File: config.mk
export PLATFORM = sky130hd
export DESIGN_NAME = rtc_calendar
export DESIGN_NICKNAME = d
export VERILOG_FILES = /design/src/rtl/rtc_pkg.sv /design/src/rtl/rtc_calendar.sv
export SDC_FILE = /design/constraint.sdc
export NUM_CORES = 2
export LEC_CHECK = 0
export ABC_AREA = 1
export BUFFER_PORTS_ARGS = -buffer_cell sky130_fd_sc_hd__buf_2
export CAP_MARGIN = 20
export CORE_MARGIN = 4
export CORE_UTILIZATION = 40
export CTS_CLUSTER_DIAMETER = 30
export DETAILED_ROUTE_END_ITERATION = 8
export SLEW_MARGIN = 10
export SYNTH_ARGS = -nofsm -noshare
export SYNTH_HDL_FRONTEND = slang
export SYNTH_SLANG_ARGS = --single-unit
File: constraint.sdc
create_clock -name sys_clk_i -period 2.92 [get_ports sys_clk_i]
set_input_delay 0.292 -clock sys_clk_i [delete_from_list [all_inputs] [get_ports sys_clk_i]]
set_output_delay 0.292 -clock sys_clk_i [all_outputs]
set_load 0.005 [all_outputs]
File: src/rtl/rtc_pkg.sv
// Constants, register map and field layout of the BCD calendar clock
package rtc_pkg;
    localparam int ADDR_W = 8;
    localparam int DATA_W = 32;
    localparam logic [7:0] TIME_OFS = 8'h00;
    localparam logic [7:0] CAL_OFS = 8'h04;
    localparam logic [7:0] ATIME_OFS = 8'h08;
    localparam logic [7:0] ACAL_OFS = 8'h0c;
    localparam logic [7:0] CTRL_OFS = 8'h10;
    localparam logic [7:0] DOW_OFS = 8'h14;
    localparam logic [7:0] TICK_OFS = 8'h18;
    localparam logic [7:0] FCOMP_OFS = 8'h1c;
    localparam logic [7:0] CLKOUT_OFS = 8'h20;
    localparam logic [7:0] IEN_OFS = 8'h24;
    localparam logic [7:0] ISTAT_OFS = 8'h28;
    localparam logic [7:0] ICLR_OFS = 8'h2c;
    localparam logic [7:0] SPARE_OFS = 8'h40;
    localparam int SPARE_WORDS = 20;
    localparam logic [7:0] SPARE_END = 8'h90;
    // Field positions
    localparam int MIN_LSB = 8;
    localparam int HOUR_LSB = 16;
    localparam int MON_LSB = 8;
    localparam int YEAR_LSB = 16;
    localparam int HOUR_PM_BIT = 5;
    localparam int ALARM_BIT = 0;
    localparam int TICK_BIT = 1;
    localparam int TICK_WAKE_BIT = 3;
    // Reset values and last day of week
    localparam logic [5:0] DAY_RST = 6'h01;
    localparam logic [4:0] MON_RST = 5'h01;
    localparam logic [7:0] YEAR_RST = 8'h00;
    localparam logic [2:0] DOW_LAST = 3'h6;
    // Timebase
    localparam int XTAL_HZ = 32768;
    localparam logic [15:0] PRESC_LAST = 16'(XTAL_HZ - 1);
    localparam logic [15:0] TICK_BASE = 16'(XTAL_HZ / 128);
    localparam logic [13:0] HALF_MASK = 14'(XTAL_HZ / 2 - 1);
    localparam logic [2:0] CLKOUT_MAX = 3'h4;
endpackage

File: src/rtl/rtc_calendar.sv
// BCD time and calendar counter with alarm, tick, clock output and spare storage
`timescale 1ns/1ps
module rtc_calendar (
    input wire logic sys_clk_i,
    input wire logic srst_i,
    input wire logic [rtc_pkg::ADDR_W-1:0] addr_i,
    input wire logic [rtc_pkg::DATA_W-1:0] wdata_i,
    input wire logic wr_i,
    input wire logic rd_i,
    output logic [rtc_pkg::DATA_W-1:0] rdata_o,
    input wire logic slow_xtal_in_pin_i,
    output logic slow_xtal_out_pin_o,
    input wire logic snoop_i,
    output logic irq_o,
    output logic wake_o,
    output logic slow_clock_out_o
);
    import rtc_pkg::*;

    function automatic logic [7:0] bcd_inc(input logic [7:0] v);
        if (v == 8'h99) begin
            bcd_inc = 8'h00;
        end else if (v[3:0] == 4'h9) begin
            bcd_inc = {v[7:4] + 4'h1, 4'h0};
        end else begin
            bcd_inc = v + 8'h01;
        end
    endfunction

    function automatic logic [5:0] days_in(input logic [4:0] m, input logic [7:0] y);
        logic leap;
        leap = y[4] ? (y[3:0] == 4'h2 || y[3:0] == 4'h6)
                    : (y[3:0] == 4'h0 || y[3:0] == 4'h4 || y[3:0] == 4'h8);
        case (m)
            5'h02: days_in = leap ? 6'h29 : 6'h28;
            5'h04, 5'h06, 5'h09, 5'h11: days_in = 6'h30;
            default: days_in = 6'h31;
        endcase
    endfunction

    function automatic logic [31:0] pack_time(input logic [5:0] h, input logic [6:0] m,
                                              input logic [6:0] s);
        pack_time = {10'h0, h, 1'b0, m, 1'b0, s};
    endfunction

    function automatic logic [31:0] pack_cal(input logic [7:0] y, input logic [4:0] m,
                                             input logic [5:0] d);
        pack_cal = {8'h0, y, 3'h0, m, 2'h0, d};
    endfunction

    ////////////////////////////////////////////////////////////////////////
    // State
    logic xin_q;
    logic [15:0] presc;
    logic [6:0] sec, min;
    logic [5:0] hour, day;
    logic [4:0] mon;
    logic [7:0] year;
    logic [2:0] dow;
    logic [6:0] a_sec, a_min;
    logic [5:0] a_hour, a_day;
    logic [4:0] a_mon;
    logic [7:0] a_year;
    logic hour_24;
    logic [2:0] tick_period_sel;
    logic tick_wake_enable;
    logic [7:0] freq_comp;
    logic [2:0] clkout_sel;
    logic [1:0] irq_enable;
    logic [1:0] irq_status;
    logic [3:0] half_cnt;
    logic sec_upd;
    logic [31:0] spare [SPARE_WORDS];
    logic [DATA_W-1:0] rd_val;

    ////////////////////////////////////////////////////////////////////////
    // Timebase events
    logic xedge, sec_evt, tick_evt, half_evt;
    logic [15:0] presc_end, tmask;
    logic [3:0] cmask;
    logic [2:0] csel;
    logic wr_time, wr_cal;
    logic wr_atime, wr_acal, wr_ctrl, wr_dow, wr_tick;
    logic wr_fcomp, wr_clkout, wr_ien, wr_iclr;
    assign wr_time = wr_i && addr_i == TIME_OFS;
    assign wr_cal = wr_i && addr_i == CAL_OFS;
    assign wr_atime = wr_i && addr_i == ATIME_OFS;
    assign wr_acal = wr_i && addr_i == ACAL_OFS;
    assign wr_ctrl = wr_i && addr_i == CTRL_OFS;
    assign wr_dow = wr_i && addr_i == DOW_OFS;
    assign wr_tick = wr_i && addr_i == TICK_OFS;
    assign wr_fcomp = wr_i && addr_i == FCOMP_OFS;
    assign wr_clkout = wr_i && addr_i == CLKOUT_OFS;
    assign wr_ien = wr_i && addr_i == IEN_OFS;
    assign wr_iclr = wr_i && addr_i == ICLR_OFS;
    assign xedge = slow_xtal_in_pin_i && !xin_q;
    assign presc_end = PRESC_LAST + {{8{freq_comp[7]}}, freq_comp};
    assign sec_evt = xedge && presc >= presc_end;
    assign tmask = 16'((TICK_BASE << tick_period_sel) - 16'h1);
    assign tick_evt = (tick_period_sel == 3'h7) ? sec_evt
                    : xedge && (presc & tmask) == tmask;
    assign half_evt = xedge && presc[13:0] == HALF_MASK;
    assign csel = (clkout_sel > CLKOUT_MAX) ? CLKOUT_MAX : clkout_sel;
    assign cmask = 4'((5'h01 << csel) - 5'h01);

    always_ff @(posedge sys_clk_i) begin
        if (srst_i) begin
            xin_q <= 1'b0;
            slow_xtal_out_pin_o <= 1'b0;
        end else begin
            xin_q <= slow_xtal_in_pin_i;
            slow_xtal_out_pin_o <= !slow_xtal_in_pin_i;
        end
    end

    always_ff @(posedge sys_clk_i) begin
        if (srst_i || wr_time) begin
            presc <= 16'h0;
        end else if (sec_evt) begin
            presc <= 16'h0;
        end else if (xedge) begin
            presc <= presc + 16'h1;
        end
    end

    ////////////////////////////////////////////////////////////////////////
    // Next time and calendar values
    logic [6:0] next_sec, next_min;
    logic [5:0] next_hour, next_day;
    logic [4:0] next_mon;
    logic [7:0] next_year;
    logic day_roll;

    always_comb begin
        next_sec = 7'(bcd_inc({1'b0, sec}));
        next_min = min;
        next_hour = hour;
        day_roll = 1'b0;
        if (sec == 7'h59) begin
            next_sec = 7'h00;
            next_min = 7'(bcd_inc({1'b0, min}));
            if (min == 7'h59) begin
                next_min = 7'h00;
                if (hour_24) begin
                    next_hour = 6'(bcd_inc({2'b00, hour}));
                    if (hour == 6'h23) begin
                        next_hour = 6'h00;
                        day_roll = 1'b1;
                    end
                end else if (hour[4:0] == 5'h12) begin
                    next_hour = {hour[HOUR_PM_BIT], 5'h01};
                end else if (hour[4:0] == 5'h11) begin
                    next_hour = {!hour[HOUR_PM_BIT], 5'h12};
                    day_roll = hour[HOUR_PM_BIT];
                end else begin
                    next_hour = {hour[HOUR_PM_BIT], 5'(bcd_inc({3'b000, hour[4:0]}))};
                end
            end
        end
    end

    always_comb begin
        next_day = 6'(bcd_inc({2'b00, day}));
        next_mon = mon;
        next_year = year;
        if (day == days_in(mon, year)) begin
            next_day = DAY_RST;
            next_mon = 5'(bcd_inc({3'b000, mon}));
            if (mon == 5'h12) begin
                next_mon = MON_RST;
                next_year = bcd_inc(year);
            end
        end
    end

    ////////////////////////////////////////////////////////////////////////
    // Time and calendar counters
    always_ff @(posedge sys_clk_i) begin
        if (srst_i) begin
            sec <= 7'h00;
            min <= 7'h00;
            hour <= 6'h00;
        end else if (wr_time) begin
            sec <= wdata_i[6:0];
            min <= wdata_i[MIN_LSB +: 7];
            hour <= wdata_i[HOUR_LSB +: 6];
        end else if (sec_evt) begin
            sec <= next_sec;
            min <= next_min;
            hour <= next_hour;
        end
    end

    always_ff @(posedge sys_clk_i) begin
        if (srst_i) begin
            day <= DAY_RST;
            mon <= MON_RST;
            year <= YEAR_RST;
        end else if (wr_cal) begin
            day <= wdata_i[5:0];
            mon <= wdata_i[MON_LSB +: 5];
            year <= wdata_i[YEAR_LSB +: 8];
        end else if (sec_evt && day_roll) begin
            day <= next_day;
            mon <= next_mon;
            year <= next_year;
        end
    end

    always_ff @(posedge sys_clk_i) begin
        if (srst_i) begin
            dow <= 3'h0;
        end else if (wr_dow) begin
            dow <= wdata_i[2:0];
        end else if (sec_evt && day_roll) begin
            dow <= (dow >= DOW_LAST) ? 3'h0 : dow + 3'h1;
        end
    end

    ////////////////////////////////////////////////////////////////////////
    // Alarm and control registers
    always_ff @(posedge sys_clk_i) begin
        if (srst_i) begin
            a_sec <= 7'h00;
            a_min <= 7'h00;
            a_hour <= 6'h00;
            a_day <= DAY_RST;
            a_mon <= MON_RST;
            a_year <= YEAR_RST;
        end else if (wr_atime) begin
            a_sec <= wdata_i[6:0];
            a_min <= wdata_i[MIN_LSB +: 7];
            a_hour <= wdata_i[HOUR_LSB +: 6];
        end else if (wr_acal) begin
            a_day <= wdata_i[5:0];
            a_mon <= wdata_i[MON_LSB +: 5];
            a_year <= wdata_i[YEAR_LSB +: 8];
        end
    end

    always_ff @(posedge sys_clk_i) begin
        if (srst_i) begin
            hour_24 <= 1'b1;
        end else if (wr_ctrl) begin
            hour_24 <= wdata_i[0];
        end
    end

    always_ff @(posedge sys_clk_i) begin
        if (srst_i) begin
            tick_period_sel <= 3'h0;
            tick_wake_enable <= 1'b0;
        end else if (wr_tick) begin
            tick_period_sel <= wdata_i[2:0];
            tick_wake_enable <= wdata_i[TICK_WAKE_BIT];
        end
    end

    always_ff @(posedge sys_clk_i) begin
        if (srst_i) begin
            freq_comp <= 8'h00;
        end else if (wr_fcomp) begin
            freq_comp <= wdata_i[7:0];
        end
    end

    always_ff @(posedge sys_clk_i) begin
        if (srst_i) begin
            clkout_sel <= 3'h0;
        end else if (wr_clkout) begin
            clkout_sel <= wdata_i[2:0];
        end
    end

    always_ff @(posedge sys_clk_i) begin
        if (srst_i) begin
            irq_enable <= 2'b00;
        end else if (wr_ien) begin
            irq_enable <= wdata_i[1:0];
        end
    end

    ////////////////////////////////////////////////////////////////////////
    // Status flags, interrupt and wake-up
    logic alarm_hit;
    assign alarm_hit = sec_upd && sec == a_sec && min == a_min && hour == a_hour
                       && day == a_day && mon == a_mon && year == a_year;

    always_ff @(posedge sys_clk_i) begin
        if (srst_i) begin
            sec_upd <= 1'b0;
        end else begin
            sec_upd <= sec_evt;
        end
    end

    always_ff @(posedge sys_clk_i) begin
        if (srst_i) begin
            irq_status <= 2'b00;
        end else begin
            if (wr_iclr) begin
                irq_status <= irq_status & ~wdata_i[1:0];
            end
            if (alarm_hit) begin
                irq_status[ALARM_BIT] <= 1'b1;
            end
            if (tick_evt) begin
                irq_status[TICK_BIT] <= 1'b1;
            end
        end
    end

    always_ff @(posedge sys_clk_i) begin
        if (srst_i) begin
            irq_o <= 1'b0;
            wake_o <= 1'b0;
        end else begin
            irq_o <= |(irq_status & irq_enable);
            wake_o <= irq_status[ALARM_BIT]
                      || (irq_status[TICK_BIT] && tick_wake_enable);
        end
    end

    ////////////////////////////////////////////////////////////////////////
    // Slow clock output
    always_ff @(posedge sys_clk_i) begin
        if (srst_i) begin
            half_cnt <= 4'h0;
            slow_clock_out_o <= 1'b0;
        end else if (half_evt) begin
            half_cnt <= half_cnt + 4'h1;
            if ((half_cnt & cmask) == cmask) begin
                slow_clock_out_o <= !slow_clock_out_o;
            end
        end
    end

    ////////////////////////////////////////////////////////////////////////
    // Spare storage
    logic spare_hit;
    logic [4:0] spare_idx;
    assign spare_hit = addr_i >= SPARE_OFS && addr_i < SPARE_END && addr_i[1:0] == 2'b00;
    assign spare_idx = 5'((addr_i - SPARE_OFS) >> 2);

    always_ff @(posedge sys_clk_i) begin
        if (srst_i || snoop_i) begin
            for (int i = 0; i < SPARE_WORDS; i++) begin
                spare[i] <= 32'h0;
            end
        end else if (wr_i && spare_hit) begin
            spare[spare_idx] <= wdata_i;
        end
    end

    ////////////////////////////////////////////////////////////////////////
    // Read path
    always_comb begin
        rd_val = '0;
        case (addr_i)
            TIME_OFS: rd_val = pack_time(hour, min, sec);
            CAL_OFS: rd_val = pack_cal(year, mon, day);
            ATIME_OFS: rd_val = pack_time(a_hour, a_min, a_sec);
            ACAL_OFS: rd_val = pack_cal(a_year, a_mon, a_day);
            CTRL_OFS: rd_val = {31'h0, hour_24};
            DOW_OFS: rd_val = {29'h0, dow};
            TICK_OFS: rd_val = {28'h0, tick_wake_enable, tick_period_sel};
            FCOMP_OFS: rd_val = {24'h0, freq_comp};
            CLKOUT_OFS: rd_val = {29'h0, clkout_sel};
            IEN_OFS: rd_val = {30'h0, irq_enable};
            ISTAT_OFS: rd_val = {30'h0, irq_status};
            default: rd_val = (spare_hit && !snoop_i) ? spare[spare_idx] : '0;
        endcase
    end

    always_ff @(posedge sys_clk_i) begin
        if (srst_i) begin
            rdata_o <= '0;
        end else begin
            rdata_o <= rd_i ? rd_val : '0;
        end
    end
endmodule // rtc_calendar

## After elaboration in Yosys (flattened, before gate mapping)

Memories as Yosys holds them, arrays and structs flattened.
Cells that the tools add are included.

| word-level totals | value |
|---|---|
| flip-flop bits (word level) | 159 |
| memory bits (writable) | 640 |
| input port bits | 46 |
| output and inout bits | 36 |
| word-level logic and storage cells | 236 |
| memories kept | 1 |

| cells by class | value |
|---|---|
| $add $sub $neg | 21 |
| order comparisons | 5 |
| eq/ne operators | 45 |
| shift-type cells | 2 |
| mux-type cells | 61 |
| bitwise operators | 7 |
| reductions and logical operators | 63 |

Memories:

| memory | words | bits a word | read ports | clocked after memory_dff | wr ports | RTL line | source |
|---|---|---|---|---|---|---|---|
| spare | 20 | 32 | 1 | 0 | 20 | rtc_calendar.sv:73 | `logic [31:0] spare [SPARE_WORDS];` |

Operator list:

| operator | number |
|---|---|
| $pmux 32 s11 | 1 |
| $mux 6 | 13 |
| $mux 32 | 2 |
| $mux 7 | 9 |
| $mux 8 | 6 |
| $mux 5 | 7 |
| $eq 8x5->1 const B | 4 |
| $eq 8x6->1 const B | 4 |
| $reduce_or 32->1 | 1 |
| $eq 4x4->1 const B | 7 |
| $logic_and 1x1->1 | 27 |
| $eq 5x5->1 const B | 4 |
| $eq 6x6->1 | 3 |
| $reduce_bool 2->1 | 9 |
| $mux 1 | 17 |
| $add 15x16->16 const A | 1 |
| $add 16x1->16 const B | 1 |
| $and 16x16->16 | 1 |
| $eq 16x16->1 | 1 |
| $eq 8x4->1 const B | 2 |
| $ge 16x16->1 | 1 |
| $shl 9x3->16 const A | 1 |
| $sub 16x1->16 const B | 1 |
| $add 7x1->7 const B | 2 |
| 48 further kinds | 79 |

## Longest topological paths before layout

| logic depth | value |
|---|---|
| depth in word-level cells | 10 |
| mapped depth | 19 |
| depth with buffers taken out | 19 |

## Worst setup path after synthesis

No wires, ideal clock.

| path | value |
|---|---|
| kind | register -> register |
| start point | register freq_comp[2] |
| end point | register presc[11] |
| library setup time | 0.070 ns |
| arrival time | 2.634 ns |
| data required time | 2.850 ns |
| path slack | 0.216 ns |
| stages on the path, launching flop included | 19 |
| path buffers | 1 |
| period minus slack after synthesis | 2.704 ns |
| cell sequence | dfxtp_1 > nor2_1 > nand2_1 > nor3_1 > nand2_1 > ha_1 > inv_1 > ha_1 > a21o_1 > nor2_1 > nand2_1 > nand2_1 > nand3_1 > nand2_1 > nand2_1 > inv_1 > nand2_2 > buf_2 > a21oi_1 |

| between the ends | value |
|---|---|
| longest elaborated chain between the ends | 4 |

RTL lines:

| element | RTL line | source |
|---|---|---|
| from (decl) | rtc_calendar.sv:67 | `logic [7:0] freq_comp;` |
| from (signal assigned) | rtc_calendar.sv:263 | `freq_comp <= wdata_i[7:0];` |
| $add 15x16->16 | rtc_calendar.sv:97 | `assign presc_end = PRESC_LAST + {{8{freq_comp[7]}}, freq_comp};` |
| $ge 16x16->1 | rtc_calendar.sv:98 | `assign sec_evt = xedge && presc >= presc_end;` |
| $logic_and 1x1->1 | rtc_calendar.sv:98 |  |
| $reduce_or 2->1 (no source line) | -- |  |
| to (signal assigned) | rtc_calendar.sv:122 | `presc <= presc + 16'h1;` |
| to (decl) | rtc_calendar.sv:54 | `logic [15:0] presc;` |

Every way passes these cells.
A chain may end at the register's enable or synchronous reset.

## Worst setup path after layout

| path | value |
|---|---|
| start point | register freq_comp[2] |
| end point | register year[4] |

| between the ends | value |
|---|---|
| longest elaborated chain between the ends | 6 |

RTL lines:

| element | RTL line | source |
|---|---|---|
| $add 15x16->16 | rtc_calendar.sv:97 |  |
| $ge 16x16->1 | rtc_calendar.sv:98 |  |
| $logic_and 1x1->1 | rtc_calendar.sv:98 |  |
| $logic_and 1x1->1 | rtc_calendar.sv:203 | `end else if (sec_evt && day_roll) begin` |
| $reduce_bool 2->1 (no source line) | -- |  |
| $reduce_and 3->1 (no source line) | -- |  |
| to (signal assigned) | rtc_calendar.sv:202 | `year <= wdata_i[YEAR_LSB +: 8];` |
| to (signal assigned) | rtc_calendar.sv:206 | `year <= next_year;` |
| to (decl) | rtc_calendar.sv:58 | `logic [7:0] year;` |

Every way passes these cells.

==> reports/results.tsv <==
metric	value	unit
drive_gt1_share	16.4	%
placed_cells	5804	
die_area	118000	um2
finalHoldViolations	0	
drt_pre_antenna_iters	6	
period_share	95.1	%
synth_cell_types	50	
port_buffers	81	
die_y	344	um
cts_buffers	211	
start_util	40.5	%
finalClockSkew	25.0	ps
gr-usage-met3	4.88	%
fp.coreArea	111000	um2
leakage	22.8	nW
max_cap_viol_count	0	
hold_path.class	in -> reg	
synthCells	4022	
place_hpwl	88800	um
routed_via_density	5.54	
use_met2	38.8	%
status	finished, final reports clean	
synth_edf_count	924	
clk_path_buf_depth	3	
setup_viol	0	
track_usage	24.1	%
start_kind	flop	
wl_per_cell	23.3	um
areaGrowthSynthToFinish	27.6	%
cts-root-buf	clkbuf_16	
first_iter_violations	4188	
min_period	2780	ps
cp_slowest_cell	dfxtp_2	
syn_area_per_cell	11.2	um2
gr-max-usage-layer	met2	
stdcell_count	6245	
cp.arrival	3480	ps
pre_cts_slack	-6.67	ps
ant_nets	0	
vdd_drop_max	571	uV
htreeDepth	4	
place_congestion	0.901	
path_buf_inv	4	
hold_path_depth	4	
clk_pin_slew	50	ps
crit_chain	nor2_2 -> nand2_2 -> nor3_2 -> buf_4 -> buf_4 -> xor2_2 -> ha_1 -> a21oi_2 -> nor2_1 -> nor2_1 -> nand2_1 -> nand2_2 -> nand3_4 -> nand3_4 -> nand2_4 -> buf_12 -> buf_12 -> nand4_1 -> nand2_1 -> nor2_1	
power_density	765	nW/um2
ys_seq_elements	1083	
grt_pass1_vias	33500	
worst-path-max-fanout	8	
synth-seq-area-share	68.5	%
crit_required	3620	ps
slew_viol_final	0	
drc	0	
postLayoutSetupSlackWorst	143	ps
cp-end-kind	flop	
critPathMaxStageDelay	340	ps
max_clock_freq	360	MHz
ys_warn_count	0	
worstSetupPathType	reg -> reg	
crit_cells	20	
antenna_found_initial	4	
finalNetCount	4649	
syn_area	45100	um2
clk_latency	790	ps
tightestPinTransition	1080	ps
die_x	344	um
final.setup.tns	0	ps
crit_path_frequent_cell	nor2_1	
vias	34600	
cts_tree	built	
fp-row-count	122	
drt_wl_total	146000	um
clkSinkCount	1083	
grt_max_degree	84	
met1_usage	32.4	%
grt-ovfl-total	0	
yosys_most_used_dff	edfxtp_1	
slew_headroom	27.7	%
grt_first_pass_wirelength	214000	um
async_flop_share	0	%
reg2reg_depth	20	
io_pins	82	
path_delay_family	simple AND/OR/NAND/NOR gates	
-- layout make-up --
type                       instances  area, um2
fill                            9697      53800
sequential                      1083      30900
multi-input combinational       2736      13700
clock buffer                     246       5560
timing repair buffer             343       3160
tap                             1488       1860
clock inverter                   151       1700
inverter                         193        732
antenna                            5       12.5
-- where the power goes --
part / leakage (nW) / total (W) / internal, W / switching (W)
clock network: 3.50 / 0.0242 / 0.0159 / 0.00830
logic: 8.26 / 0.00204 / 0.000601 / 0.00143
registers: 11.0 / 0.0178 / 0.0176 / 0.000220
total: 22.8 / 0.0441 / 0.0341 / 0.00995
-- path summary, 6_finish.rpt --
path	startpoint	endpoint	slack (ps)
worst max-delay path	freq_comp[2]	year[4]	140
worst min-delay path	wdata_i[21]	a_year[5]	60
worst min register to register	tick_wake_enable	tick_wake_enable	470
worst max register to register	freq_comp[2]	year[4]	140
-- sequential cells by signal, indices dropped and copies added (netlist names), 4 cells and up --
name / cells
spare: 924
a_mon: 5
half_cnt: 4
a_year: 8
a_min: 7
year: 8
mon: 5
hour: 6
a_sec: 7
a_hour: 6
sec: 7
rdata_o: 32
day: 6
a_day: 6
presc: 16
min: 7
freq_comp: 8
-- tightest hold or removal path: cells and delay by family --
family / cells / cell delay [ps]
AO/OA/AOI/OAI: 1 / 150
buffers and inverters: 3 / 350
-- synth_stat cells, types with 3 or more instances --
cell	number	share of area [%]
a211oi_1	5	0.083
a21oi_1	147	1.6
a21boi_0	3	0.050
ha_1	35	0.97
nand3_2	3	0.067
nand3_1	84	0.93
clkbuf_1	210	1.7
nand3b_1	6	0.10
buf_2	54	0.60
inv_1	174	1.4
xor2_1	34	0.66
o22ai_1	460	6.4
dfxtp_1	159	7.1
nor2_4	3	0.075
buf_4	8	0.13
nand4_1	62	0.86
a31oi_1	9	0.12
edfxtp_1	924	61
o21ai_0	331	3.7
nor4_1	8	0.11
o2111ai_1	7	0.14
buf_1	20	0.17
nor2_2	9	0.12
a22oi_1	17	0.28
nand2_2	6	0.083
o31ai_1	14	0.23
or2_2	10	0.14
xnor2_1	8	0.16
a221oi_1	13	0.25
nor2_1	792	6.6
inv_2	15	0.12
clkinv_1	4	0.033
nor3_1	38	0.42
o21ai_1	3	0.033
nand2_1	328	2.7
-- cells in the final DEF, fill, tap and decap left out, types with 32 or more instances in the layout --
cell           instances
edfxtp_1             924
nor2_1               788
o22ai_1              460
o21ai_0              331
nand2_1              284
conb_1               284
clkbuf_16            218
buf_4                175
inv_1                168
dfxtp_1              158
a21oi_1              145
buf_2                 81
nand3_1               79
nand4_1               62
buf_12                52
nand2_2               43
xor2_1                33
ha_1                  33
clkinv_1              32
dlygate4sd3_1         32
-- stage by stage --
stage	hold slack, ps	utilization (%)	total power (W)	cell area, um2
after global placement	456	44.6	0.0200	49700
final	57.5	51.7	0.0441	57600
after detailed placement	462	44.6	0.0200	49700
after global routing	56.7	51.7	0.0453	57600
after CTS	3.70	51.4	0.0443	57300
after floorplan	359	-	0.0191	46200
-- logic make-up (layout without fill, tap and decap cells) --
logic type	count (synthesis)	in the layout	synth area share, %
buffers and inverters	486	933	4.26
AOI/OAI and AO/OA	1019	1019	13.0
other	1	289	0.00831
and+or+nand+nor	1356	1356	12.4
DFF	1083	1083	68.5
adders and majority gates	35	35	0.970
xor gates and xnor gates	42	42	0.815
-- routing by layer --
metal / share of wire [%] / vias to the layer above
li1: - / 15500
met1: 40 / 17000
met2: 47 / 1784
met3: 9.4 / 289
met4: 3.4 / 0
met5: 0 / -
-- what timing repair did --
item | CTS | global route
endpoints found under the setup margin | 10 | 58
cloned | 0 | 3
hold buffers | 32 | 0
hold endpoints to repair | 301 | 0
resized for setup | 2 | 40
pin swaps | 0 | 12
setup buffers | 0 | 4
(Power assumes the default switching activity.)
